[src/hw/lyo_pkg.sv]
// Constants and types for the layer overlay and character RAM base block.
// Assumes a byte-wide register port decoded by the surrounding controller.
package lyo_pkg;
	// ****************************************
	// Register map
	// ****************************************
	localparam logic [7:0] LYO_OFS_COMPOSE = 8'h18;
	localparam logic [7:0] LYO_OFS_BASE_LO = 8'h19;
	localparam logic [7:0] LYO_OFS_BASE_HI = 8'h1A;
	localparam logic [7:0] LYO_RST_COMPOSE = 8'h00;
	localparam logic [7:0] LYO_RST_BASE = 8'h00;
	// Indirect command codes, equal to the register offsets
	localparam logic [7:0] LYO_CMD_OVERLAY = 8'h18;
	localparam logic [7:0] LYO_CMD_BASE = 8'h19;
	// ****************************************
	// Field positions
	// ****************************************
	localparam int LYO_BIT_THREE = 4;
	localparam int LYO_BIT_BLK3 = 3;
	localparam int LYO_BIT_BLK1 = 2;
	localparam int LYO_BIT_MIX = 0;
	localparam logic [7:0] LYO_COMPOSE_MASK = 8'h1F;
	localparam logic [1:0] LYO_MIX_OR = 2'h0;
	localparam logic [1:0] LYO_MIX_XOR = 2'h1;
	localparam logic [1:0] LYO_MIX_AND = 2'h2;
	// Host-side write request
	typedef struct packed {
		logic wr;
		logic indirect;
		logic [7:0] addr;
		logic [7:0] data;
	} lyo_req_t;
	// Pixel request: three layer bits plus block 3 select
	typedef struct packed {
		logic blk3;
		logic first;
		logic second;
		logic third;
	} lyo_pix_t;
endpackage : lyo_pkg

[src/hw/lyo_overlay.sv]
// Layer composition settings, pixel mixing and character pattern address.
// Assumes host requests are synchronous to CLK and decoded elsewhere.
// Summary of operation
// - Overlay command parameter acts like register write
// - Block 3 graphics when control bit 3
// - Block 1 graphics when control bit 2
// - Mix field selects OR, XOR, AND
// - One mixing method shared by whole layer
// - First layer text or graphics; others graphics
// - Sixteen-bit character base, two byte parameters
module lyo_overlay
	import lyo_pkg::*;
(
	input wire logic CLK,
	input wire logic RST_N,
	input wire lyo_req_t REQ,
	input wire logic [7:0] RD_ADDR,
	input wire lyo_pix_t PIX,
	input wire logic [7:0] CHAR_CODE,
	input wire logic [3:0] CHAR_HEIGHT,
	output logic [7:0] RD_DATA,
	output logic PIX_OUT,
	output logic BLK1_GRAPHICS,
	output logic BLK3_GRAPHICS,
	output logic [15:0] PATTERN_ADDR
);
	// ****************************************
	// Register write decode
	// ****************************************
	logic [7:0] compose_ff, nxt_compose;
	logic [7:0] base_lo_ff, nxt_base_lo;
	logic [7:0] base_hi_ff, nxt_base_hi;
	logic param_idx_ff, nxt_param_idx;
	logic in_base_cmd_ff, nxt_in_base_cmd;
	logic in_ovl_cmd_ff, nxt_in_ovl_cmd;
	wire logic dir_wr = REQ.wr && !REQ.indirect;
	// In indirect mode addr=FF marks a command byte, otherwise a parameter
	wire logic cmd_wr = REQ.wr && REQ.indirect && (REQ.addr == 8'hFF);
	wire logic par_wr = REQ.wr && REQ.indirect && (REQ.addr != 8'hFF);
	wire logic wr_compose = (dir_wr && REQ.addr == LYO_OFS_COMPOSE)
		|| (par_wr && in_ovl_cmd_ff);
	wire logic wr_lo = (dir_wr && REQ.addr == LYO_OFS_BASE_LO)
		|| (par_wr && in_base_cmd_ff && !param_idx_ff);
	wire logic wr_hi = (dir_wr && REQ.addr == LYO_OFS_BASE_HI)
		|| (par_wr && in_base_cmd_ff && param_idx_ff);
	// Reserved bits are not stored so they always read back zero
	assign nxt_compose = wr_compose ? (REQ.data & LYO_COMPOSE_MASK) : compose_ff;
	assign nxt_base_lo = wr_lo ? REQ.data : base_lo_ff;
	assign nxt_base_hi = wr_hi ? REQ.data : base_hi_ff;
	// Command tracking: a new command byte ends the previous parameter run
	assign nxt_in_ovl_cmd = cmd_wr ? (REQ.data == LYO_CMD_OVERLAY)
		: (in_ovl_cmd_ff && !par_wr);
	assign nxt_in_base_cmd = cmd_wr ? (REQ.data == LYO_CMD_BASE)
		: (in_base_cmd_ff && !(par_wr && param_idx_ff));
	assign nxt_param_idx = cmd_wr ? 1'b0 : (par_wr && in_base_cmd_ff) ? 1'b1 : param_idx_ff;
	// ****************************************
	// Mixing logic
	// ****************************************
	wire logic [1:0] mix_method = compose_ff[LYO_BIT_MIX +: 2];
	wire logic blk1_gfx = compose_ff[LYO_BIT_BLK1];
	wire logic blk3_gfx = compose_ff[LYO_BIT_BLK3];
	// Third layer only with graphics first layer; host keeps bit 4 clear otherwise
	wire logic first_gfx = PIX.blk3 ? blk3_gfx : blk1_gfx;
	wire logic three_on = compose_ff[LYO_BIT_THREE] && first_gfx;
	wire logic third_bit = three_on && PIX.third;
	// Same method for both blocks of a layer: no per-block select exists
	wire logic base_mix = (mix_method == LYO_MIX_OR) ? (PIX.first | PIX.second)
		: (mix_method == LYO_MIX_XOR) ? (PIX.first ^ PIX.second)
		: (mix_method == LYO_MIX_AND) ? (PIX.first & PIX.second)
		: 1'b0;
	wire logic nxt_pix = base_mix | third_bit;
	// ****************************************
	// Character pattern address
	// ****************************************
	wire logic [15:0] base_addr = {base_hi_ff, base_lo_ff};
	// Widest product is 255 x 15, so twelve bits never overflow
	wire logic [11:0] code_offset = 12'(CHAR_CODE) * 12'(CHAR_HEIGHT);
	wire logic [15:0] nxt_pattern = base_addr + {4'h0, code_offset};
	wire logic [7:0] nxt_rd = (RD_ADDR == LYO_OFS_COMPOSE) ? compose_ff
		: (RD_ADDR == LYO_OFS_BASE_LO) ? base_lo_ff
		: (RD_ADDR == LYO_OFS_BASE_HI) ? base_hi_ff : 8'h00;
	// Registers, synchronous reset
	always_ff @(posedge CLK) begin
		if (!RST_N) begin
			compose_ff <= LYO_RST_COMPOSE;
			base_lo_ff <= LYO_RST_BASE;
			base_hi_ff <= LYO_RST_BASE;
			param_idx_ff <= 1'b0;
			in_base_cmd_ff <= 1'b0;
			in_ovl_cmd_ff <= 1'b0;
		end else begin
			compose_ff <= nxt_compose;
			base_lo_ff <= nxt_base_lo;
			base_hi_ff <= nxt_base_hi;
			param_idx_ff <= nxt_param_idx;
			in_base_cmd_ff <= nxt_in_base_cmd;
			in_ovl_cmd_ff <= nxt_in_ovl_cmd;
		end
	end
	// Outputs registered; one cycle of latency after inputs
	always_ff @(posedge CLK) begin
		if (!RST_N) begin
			RD_DATA <= 8'h00;
			PIX_OUT <= 1'b0;
			BLK1_GRAPHICS <= 1'b0;
			BLK3_GRAPHICS <= 1'b0;
			PATTERN_ADDR <= 16'h0000;
		end else begin
			RD_DATA <= nxt_rd;
			PIX_OUT <= nxt_pix;
			BLK1_GRAPHICS <= blk1_gfx;
			BLK3_GRAPHICS <= blk3_gfx;
			PATTERN_ADDR <= nxt_pattern;
		end
	end
endmodule : lyo_overlay

[config.mk]
export PLATFORM = sky130hd
export DESIGN_NAME = lyo_overlay
export DESIGN_NICKNAME = d
export VERILOG_FILES = /design/src/hw/lyo_pkg.sv /design/src/hw/lyo_overlay.sv
export SDC_FILE = /design/constraint.sdc
export NUM_CORES = 1
export LEC_CHECK = 0
export BUFFER_PORTS_ARGS = -buffer_cell sky130_fd_sc_hd__buf_2
export CAP_MARGIN = 40
export CORE_ASPECT_RATIO = 1.25
export CORE_MARGIN = 2
export CORE_UTILIZATION = 57
export CTS_BUF_LIST = sky130_fd_sc_hd__clkbuf_8
export DETAILED_ROUTE_END_ITERATION = 6
export GPL_TIMING_DRIVEN = 0
export PLACE_DENSITY = 0.83
export SLEW_MARGIN = 20
export SYNTH_ARGS = -nofsm -noshare
export SYNTH_HDL_FRONTEND = slang
export SYNTH_SLANG_ARGS = --single-unit
export TNS_END_PERCENT = 50
[constraint.sdc]
create_clock -name CLK -period 5.6 [get_ports CLK]
set_clock_uncertainty 0.15 [all_clocks]
set_input_delay 1.12 -clock CLK [delete_from_list [all_inputs] [get_ports CLK]]
set_output_delay 1.12 -clock CLK [all_outputs]
set_load 0.1 [all_outputs]
# == Word-level counts from Yosys, hierarchy flattened ==
# Index checks and enable logic that the tools add are counted.
# totals
wordCells,66
regBits,51
# op_classes
reduce_logical,26
n_mul,1
n_eq_ne,12
muxes,9
add_sub_neg,1
bitwise,5
# op_table
cell,n
"== test 8 x 5 -> 1 bit, second input constant",8
adder 16 x 12 -> 16 bit,1
logical AND 1 bit,16
2-to-1 mux 8 bit,2
multiplier 8 x 4 -> 12 bit,1
"== test 8 bit, second input constant",1
"inequality test 8 bit, second input constant",1
2-to-1 mux 1 bit,6
2-to-1 mux 5 bit,1
zero test 1 bit,4
OR reduction 2 bit,2
logical OR 1 bit,3
"== test 2 x 1 -> 1 bit, second input constant",1
"== test 2 bit, second input constant",1
zero test 2 bit,1
bitwise OR 1 bit,2
bitwise AND 1 bit,1
inverter 1 bit,1
XOR 1 bit,1

# == Logic depth before layout (Yosys ltp) ==
# Gate-level depths: netlist (run 1).
# logic_depth
ltp_word,6
depth_mapped,13

# == Worst setup path after synthesis (run 1) ==
# No wires, ideal clock.
# synth_timing
kind,input to register
from,input CHAR_CODE[2]
to,register PATTERN_ADDR[9]
required_ns,5.344
arrival_ns,4.261
path_stages,12
setup_slack_ns,1.083
path_cell_list,and2_1 fa_1 fa_1 inv_1 fa_1 inv_1 ha_1 a21o_1 a31o_2 a21oi_1 mux2_2 o311ai_0
# synth_between
elab_chain_cells,2
# synth_rtl
item,line_no,rtl
start: declaration,lyo_overlay.sv:19,"input wire logic [7:0] CHAR_CODE,"
multiplier 8 x 4 -> 12 bit,lyo_overlay.sv:77,wire logic [11:0] code_offset = 12'(CHAR_CODE) * 12'(CHAR_HEIGHT);
adder 16 x 12 -> 16 bit,lyo_overlay.sv:78,"wire logic [15:0] nxt_pattern = base_addr + {4'h0, code_offset};"
end signal: assignment,lyo_overlay.sv:113,PATTERN_ADDR <= nxt_pattern;
end: declaration,lyo_overlay.sv:25,output logic [15:0] PATTERN_ADDR
# No other way between the ends.
# A chain may end at the register's enable or synchronous reset.

# == Worst setup path after layout (run 1) ==
# layout_timing
from,input CHAR_HEIGHT[3]
to,register PATTERN_ADDR[9]
# layout_between
elab_chain_cells,2
# layout_rtl
item,line_no,rtl
start: declaration,lyo_overlay.sv:20,"input wire logic [3:0] CHAR_HEIGHT,"
multiplier 8 x 4 -> 12 bit,lyo_overlay.sv:77,
adder 16 x 12 -> 16 bit,lyo_overlay.sv:78,
# No other way between the ends.

==> flow_metrics.tcl, run 1 <==
set metrics [dict create \
    grt-ovfl-total 0 \
    clkTransAtPathRegs_ps 90 \
    grt_pass1_wl_um 12500 \
    core_area_um2 5780 \
    post_cts_buffers 0 \
    drc 0 \
    synth_top_family_by_area "adder cells" \
    num_vias 2933 \
    initial_core_util_pct 58.6 \
    ir_drop_mv 0.102 \
    grt_pass1_vias 2912 \
    async_flop_share_pct 0 \
    grt_max_degree 16 \
    area_growth_pct 15.3 \
    cp.required_ps 5650 \
    post_layout_nonfiller_instances 523 \
    synthSimpleGateAreaFrac_pct 20.3 \
    vias_per_cell 5.61 \
    setup-tns-final_ps 0 \
    cts_tree "built" \
    nNetsFinal 545 \
    cp.arrival_ps 4600 \
    cts_root_buf "clkbuf_8" \
    fill_cells 480 \
    htreeDepth 2 \
    portBuffers 70 \
    grt_use_total_pct 23.8 \
    post_synth.cell_area_avg_um2 8.93 \
    synth-edff-count 0 \
    synthesis.instances 379 \
    insertion_delay_ps 300 \
    dp_hpwl_um 6130 \
    die_w_um 72.9 \
    ios 71 \
    setup_viol 0 \
    synth_compound_gate_area_share_pct 12.6 \
    wire_per_inst_um 14.3 \
    final_common_cell "buf_2" \
    regArea_um2 1020 \
    start_kind "input port" \
    ant_nets 0 \
    report.final.hold_viol_count 0 \
    layout_min_cycle_time_ps 4550 \
    antenna_cells 0 \
    drt_pass1_iterations 4 \
    rsz0062_at_grt "no" \
    dieArea_um2 6570 \
    status "finished, final reports clean" \
    clock_sinks 51 \
    fmax_mhz 220 \
    synth-xor-area-share_pct 1.55 \
    ys_ff_latch 51 \
    power_density_nw_per_um2 249 \
    cts.repair.resized 0 \
    cts_hold_buffers 0 \
    die_y_um 90.2 \
    critPathCaptureType "flop" \
    multi_input_comb_area_um2 2140 \
    ff2ff_path_depth 9 \
    dp.cells 515 \
    hold_path_depth 2 \
    maxCapViolCount 0 \
    tightest_slew_ps 618 \
    hp-class "reg -> reg" \
    yosysWarnings 0 \
    first_iter_violations 167 \
    syn_area_um2 3380 \
    gp_congestion 0.951 \
    maxSlewViolCount 0 \
    synth_cell_type_count 47 \
    cts_made_buffers 5 \
    routed_wl_um 7480 \
    synthAdderAreaFrac_pct 21.3 \
    muxShareOfSynthArea_pct 7.47 \
    antenna_found_initial 0 \
    ys_seq_area_share_pct 30.2 \
    layout_common_cells "70 x buf_2, 53 x inv_1, 51 x dfxtp_1, 45 x nor2_1, 34 x and2_1" \
    slew_headroom_pct 58.8 \
    clockBufferDepth 2 \
    rows 31 \
    synth_ff_type "dfxtp_1" \
    critical_path_class "in -> reg" \
    drive_gt1_share_pct 19.5 \
    synthesis.nets 468 \
    cp_max_fo 8 \
    power_leakage_nw 1.87 \
    fin_crit_sh_pct 81.3 \
]
-- per-layer routing --
layer / vias up / track usage, % / part of all wire [%]
met5: - / 0 / 0
met4: 0 / 8.49 / 1.3
met3: 7 / 2.91 / 4.2
met2: 102 / 45.1 / 54
met1: 1401 / 26.3 / 40
li1: 1423 / - / -
-- synthesized netlist by cell type (3+ instances only) --
cell / n / area, µm²
o21ai_0: 8 / 40.0
clkbuf_1: 6 / 22.5
nor2_1: 45 / 169
ha_1: 24 / 300
and2_1: 34 / 213
nand3_1: 7 / 35.0
inv_1: 52 / 195
a22oi_1: 3 / 22.5
mux2i_1: 23 / 230
nand4_1: 4 / 25.0
nand2b_1: 3 / 18.8
dfxtp_1: 51 / 1020
xor2_1: 5 / 43.8
a21o_1: 6 / 45.0
nand2_1: 17 / 63.8
o211ai_1: 3 / 22.5
a21oi_1: 20 / 100
a31oi_1: 4 / 25.0
nor3_1: 6 / 30.0
fa_1: 21 / 420
-- state kept, by name, indices dropped and copies added (netlist names), 5 cells and up --
name	flops
compose_ff	5
base_lo_ff	8
PATTERN_ADDR	16
base_hi_ff	8
RD_DATA	8
-- per-stage QoR --
step	cell area, µm²	utilization, %	hold slack [ps]	worst slack, ps	power [mW]
6_report	3900	67.5	317	1050	0.971
5_1_grt	3900	67.5	350	896	1.02
4_1_cts	3900	67.5	315	1040	0.972
3_5_place_dp	3820	66.1	303	737	0.774
3_3_place_gp	3820	66.1	295	762	0.761
2_1_floorplan	3380	-	282	1080	0.689
-- where the power goes --
group	total (mW)	switching [mW]	internal [mW]
registers	0.384	0.00369	0.381
logic	0.383	0.280	0.104
clock network	0.203	0.117	0.0857
total	0.971	0.401	0.570
-- cell type report --
type,count,share of cell area (%)
repair buffers,70,8.98
clock buffers,5,1.76
well taps,66,2.12
multi-input cells,269,54.9
flip-flops and latches,51,26.2
inverters,53,5.10
plain buffers,6,0.577
clock inverters,3,0.417
-- path summary, 6_finish.rpt --
kind                                    from                         end  slack [ps]
setup / recovery              CHAR_HEIGHT[3]  PATTERN_ADDR[9]$_SDFF_PN0_        1050
hold reg to reg     in_ovl_cmd_ff$_SDFF_PN0_    in_ovl_cmd_ff$_SDFF_PN0_         320
hold / removal      in_ovl_cmd_ff$_SDFF_PN0_    in_ovl_cmd_ff$_SDFF_PN0_         320
setup reg to reg  base_lo_ff[2]$_SDFFE_PN0P_  PATTERN_ADDR[9]$_SDFF_PN0_        2680
-- worst max-delay path, cell delays in order --
cell      delay, ps
buf_2           140
and2_1          160
fa_1            500
fa_1            540
inv_1            50
fa_1            500
inv_1            40
ha_1            360
a21o_1          230
a31o_2          220
a21oi_1         300
mux2_2          370
o311ai_0         70
-- cell families (layout without fill, tap and decap cells) --
logic type,after synthesis,count (layout)
buf+inv,59,137
fa+ha+maj,45,45
flops,51,51
compound gates,60,60
mux,25,25
simple gates,133,133
xor+xnor,6,6
(Power assumes the default switching activity.)
==> run 2: changes to the inputs <==
Settings changed: CORE_UTILIZATION 57 to 51, PLACE_DENSITY 0.83 to 0.78.
Clock period 5.6 ns to 3.65 ns, I/O delays scaled along.
==> flow_metrics.tcl, run 2 (same netlist as run 1, synthesis figures left out) <==
set metrics [dict create \
    status "finished, violations left" \
    violations "negative setup slack" \
    layout_min_cycle_time_ps 3710 \
    start_kind "input port" \
    power_mw 1.77 \
    wire_per_inst_um 14.5 \
    timing.critical_path.to "PATTERN_ADDR[9]$_SDFF_PN0_" \
    wl_met3_um 438 \
    critPathCaptureType "flop" \
    clkTransAtPathRegs_ps 90 \
    grt-ovfl-total 0 \
    largest-register "PATTERN_ADDR" \
    slew_headroom_pct 59.9 \
    cp.required_ps 3710 \
    htreeDepth 2 \
    fmax_mhz 270 \
    ios 71 \
    vias_per_cell 5.33 \
    grt_pass1_wl_um 13100 \
    cts_root_buf "clkbuf_8" \
    grt_use_total_pct 22.3 \
    clock_sinks 51 \
    cp-startpoint "CHAR_HEIGHT[1]" \
    rows 33 \
    hp-class "reg -> reg" \
    drt_pass1_iterations 6 \
    layout_common_cells "64 x buf_2, 51 x dfxtp_1, 44 x inv_1, 44 x nor2_1, 26 x and2_1" \
    initial_core_util_pct 52.2 \
    final_common_cell "buf_2" \
    routed.top_layer "met4" \
    drc 0 \
    final_core_util_pct 66.5 \
    grt_max_degree 17 \
    holdWs_ps 340 \
    cp.arrival_ps 3770 \
    cts_made_buffers 5 \
    final_cell_area_um2 4310 \
    setup_viol 4 \
    place_area_um2 3930 \
    largest_reg_flops 16 \
    wl_met1_um 3140 \
    ant_nets 0 \
    dieArea_um2 7310 \
    tightest_slew_ps 601 \
    clockBufferDepth 2 \
    first_iter_violations 175 \
    routed_wl_um 8020 \
    ff2ff_setup_slack_ps 890 \
    cts_tree "built" \
    insertion_delay_ps 300 \
    num_vias 2944 \
    power_density_nw_per_um2 410 \
    ff2ff_path_depth 9 \
    maxCapViolCount 0 \
    cp_max_fo 8 \
    core_area_um2 6480 \
    fin_crit_sh_pct 102 \
    area_growth_pct 27.4 \
    gp_congestion 0.939 \
    report.final.hold_viol_count 0 \
    maxSlewViolCount 0 \
    r2r-end "PATTERN_ADDR[14]$_SDFF_PN0_" \
    power_leakage_nw 1.96 \
    rr_startpoint "base_hi_ff[2]$_SDFFE_PN0P_" \
    nNetsFinal 553 \
    ir_drop_mv 0.177 \
    antenna_cells 0 \
    portBuffers 70 \
    post_layout_nonfiller_instances 552 \
    fin_ws_ps -57.7 \
    grt_pass1_vias 2891 \
    dp.cells 536 \
    die_w_um 76.9 \
    drive_gt1_share_pct 31.2 \
    met2_length_um 4210 \
    critical_path_class "in -> reg" \
    rsz0062_at_grt "yes" \
    die_y_um 95.1 \
    dp_hpwl_um 6010 \
    antenna_found_initial 0 \
]
run 2: cell count changes in the layout (fill, tap and decap cells not counted), moves of 4 or more:
cell and change:
a21oi_1 -6, a21oi_4 +4, and2_1 -8, and2_4 +8, buf_2 -6, buf_4 +9, buf_6 +4, fa_1 -4
fa_2 +4, ha_1 -7, ha_4 +6, inv_1 -9, inv_2 +8
run 2: layout make-up:
type	instances	area, µm²
fill	513	2170
tap	87	109
sequential	51	1020
clock inverter	2	38.8
buffer	6	30.0
multi-input combinational	269	2380
clock buffer	6	82.6
timing repair buffer	78	457
inverter	53	199
run 2: power breakdown:
group / switching, mW / internal, mW
clock: 0.191 / 0.226
combinational: 0.498 / 0.263
sequential: 0.00496 / 0.584
run 2: worst max-delay path, cell delays in order:
cell and delay, ps:
buf_12 110, and2_4 150, fa_1 510, fa_2 560
inv_2 40, fa_1 490, inv_2 50, ha_4 290
buf_4 140, nand2_2 60, or3_1 310, mux2_4 270
o311ai_1 70
run 2: timing repair:
action                     in CTS  in global routing
pin swaps                       4                 26
setup endpoints to repair       5                 10
setup buffers                   1                  7
hold buffers                    0                  0
hold endpoints to repair        0                  0
resized for setup               9                 49
run 2: stage by stage:
stage | setup TNS [ps] | worst slack [ps]
6_report | -160 | -57.7
3_3_place_gp | -3200 | -411
4_1_cts | -179 | -57.7
5_1_grt | -841 | -150
3_5_place_dp | -3630 | -463
2_1_floorplan | -331 | -129
run 2: worst min-delay path by stage:
stage	startpoint	endpoint	slack, ps	depth (start not counted)
finish	in_ovl_cmd_ff$_SDFF_PN0_	in_ovl_cmd_ff$_SDFF_PN0_	340	2
CTS	in_ovl_cmd_ff$_SDFF_PN0_	in_ovl_cmd_ff$_SDFF_PN0_	340	2
global route	compose_ff[2]$_SDFFE_PN0P_	BLK1_GRAPHICS$_SDFF_PN0_	380	1
floorplan	in_ovl_cmd_ff$_SDFF_PN0_	in_ovl_cmd_ff$_SDFF_PN0_	280	2
global placement	in_ovl_cmd_ff$_SDFF_PN0_	in_ovl_cmd_ff$_SDFF_PN0_	300	2
detailed placement	in_ovl_cmd_ff$_SDFF_PN0_	in_ovl_cmd_ff$_SDFF_PN0_	300	2
run 2: metal layers:
| metal | up-vias | global-route usage [%] |
|---|---|---|
| met5 | - | 0 |
| met4 | 0 | 11.1 |
| met3 | 24 | 2.46 |
| met2 | 108 | 41.6 |
| met1 | 1366 | 25.4 |
| li1 | 1446 | - |
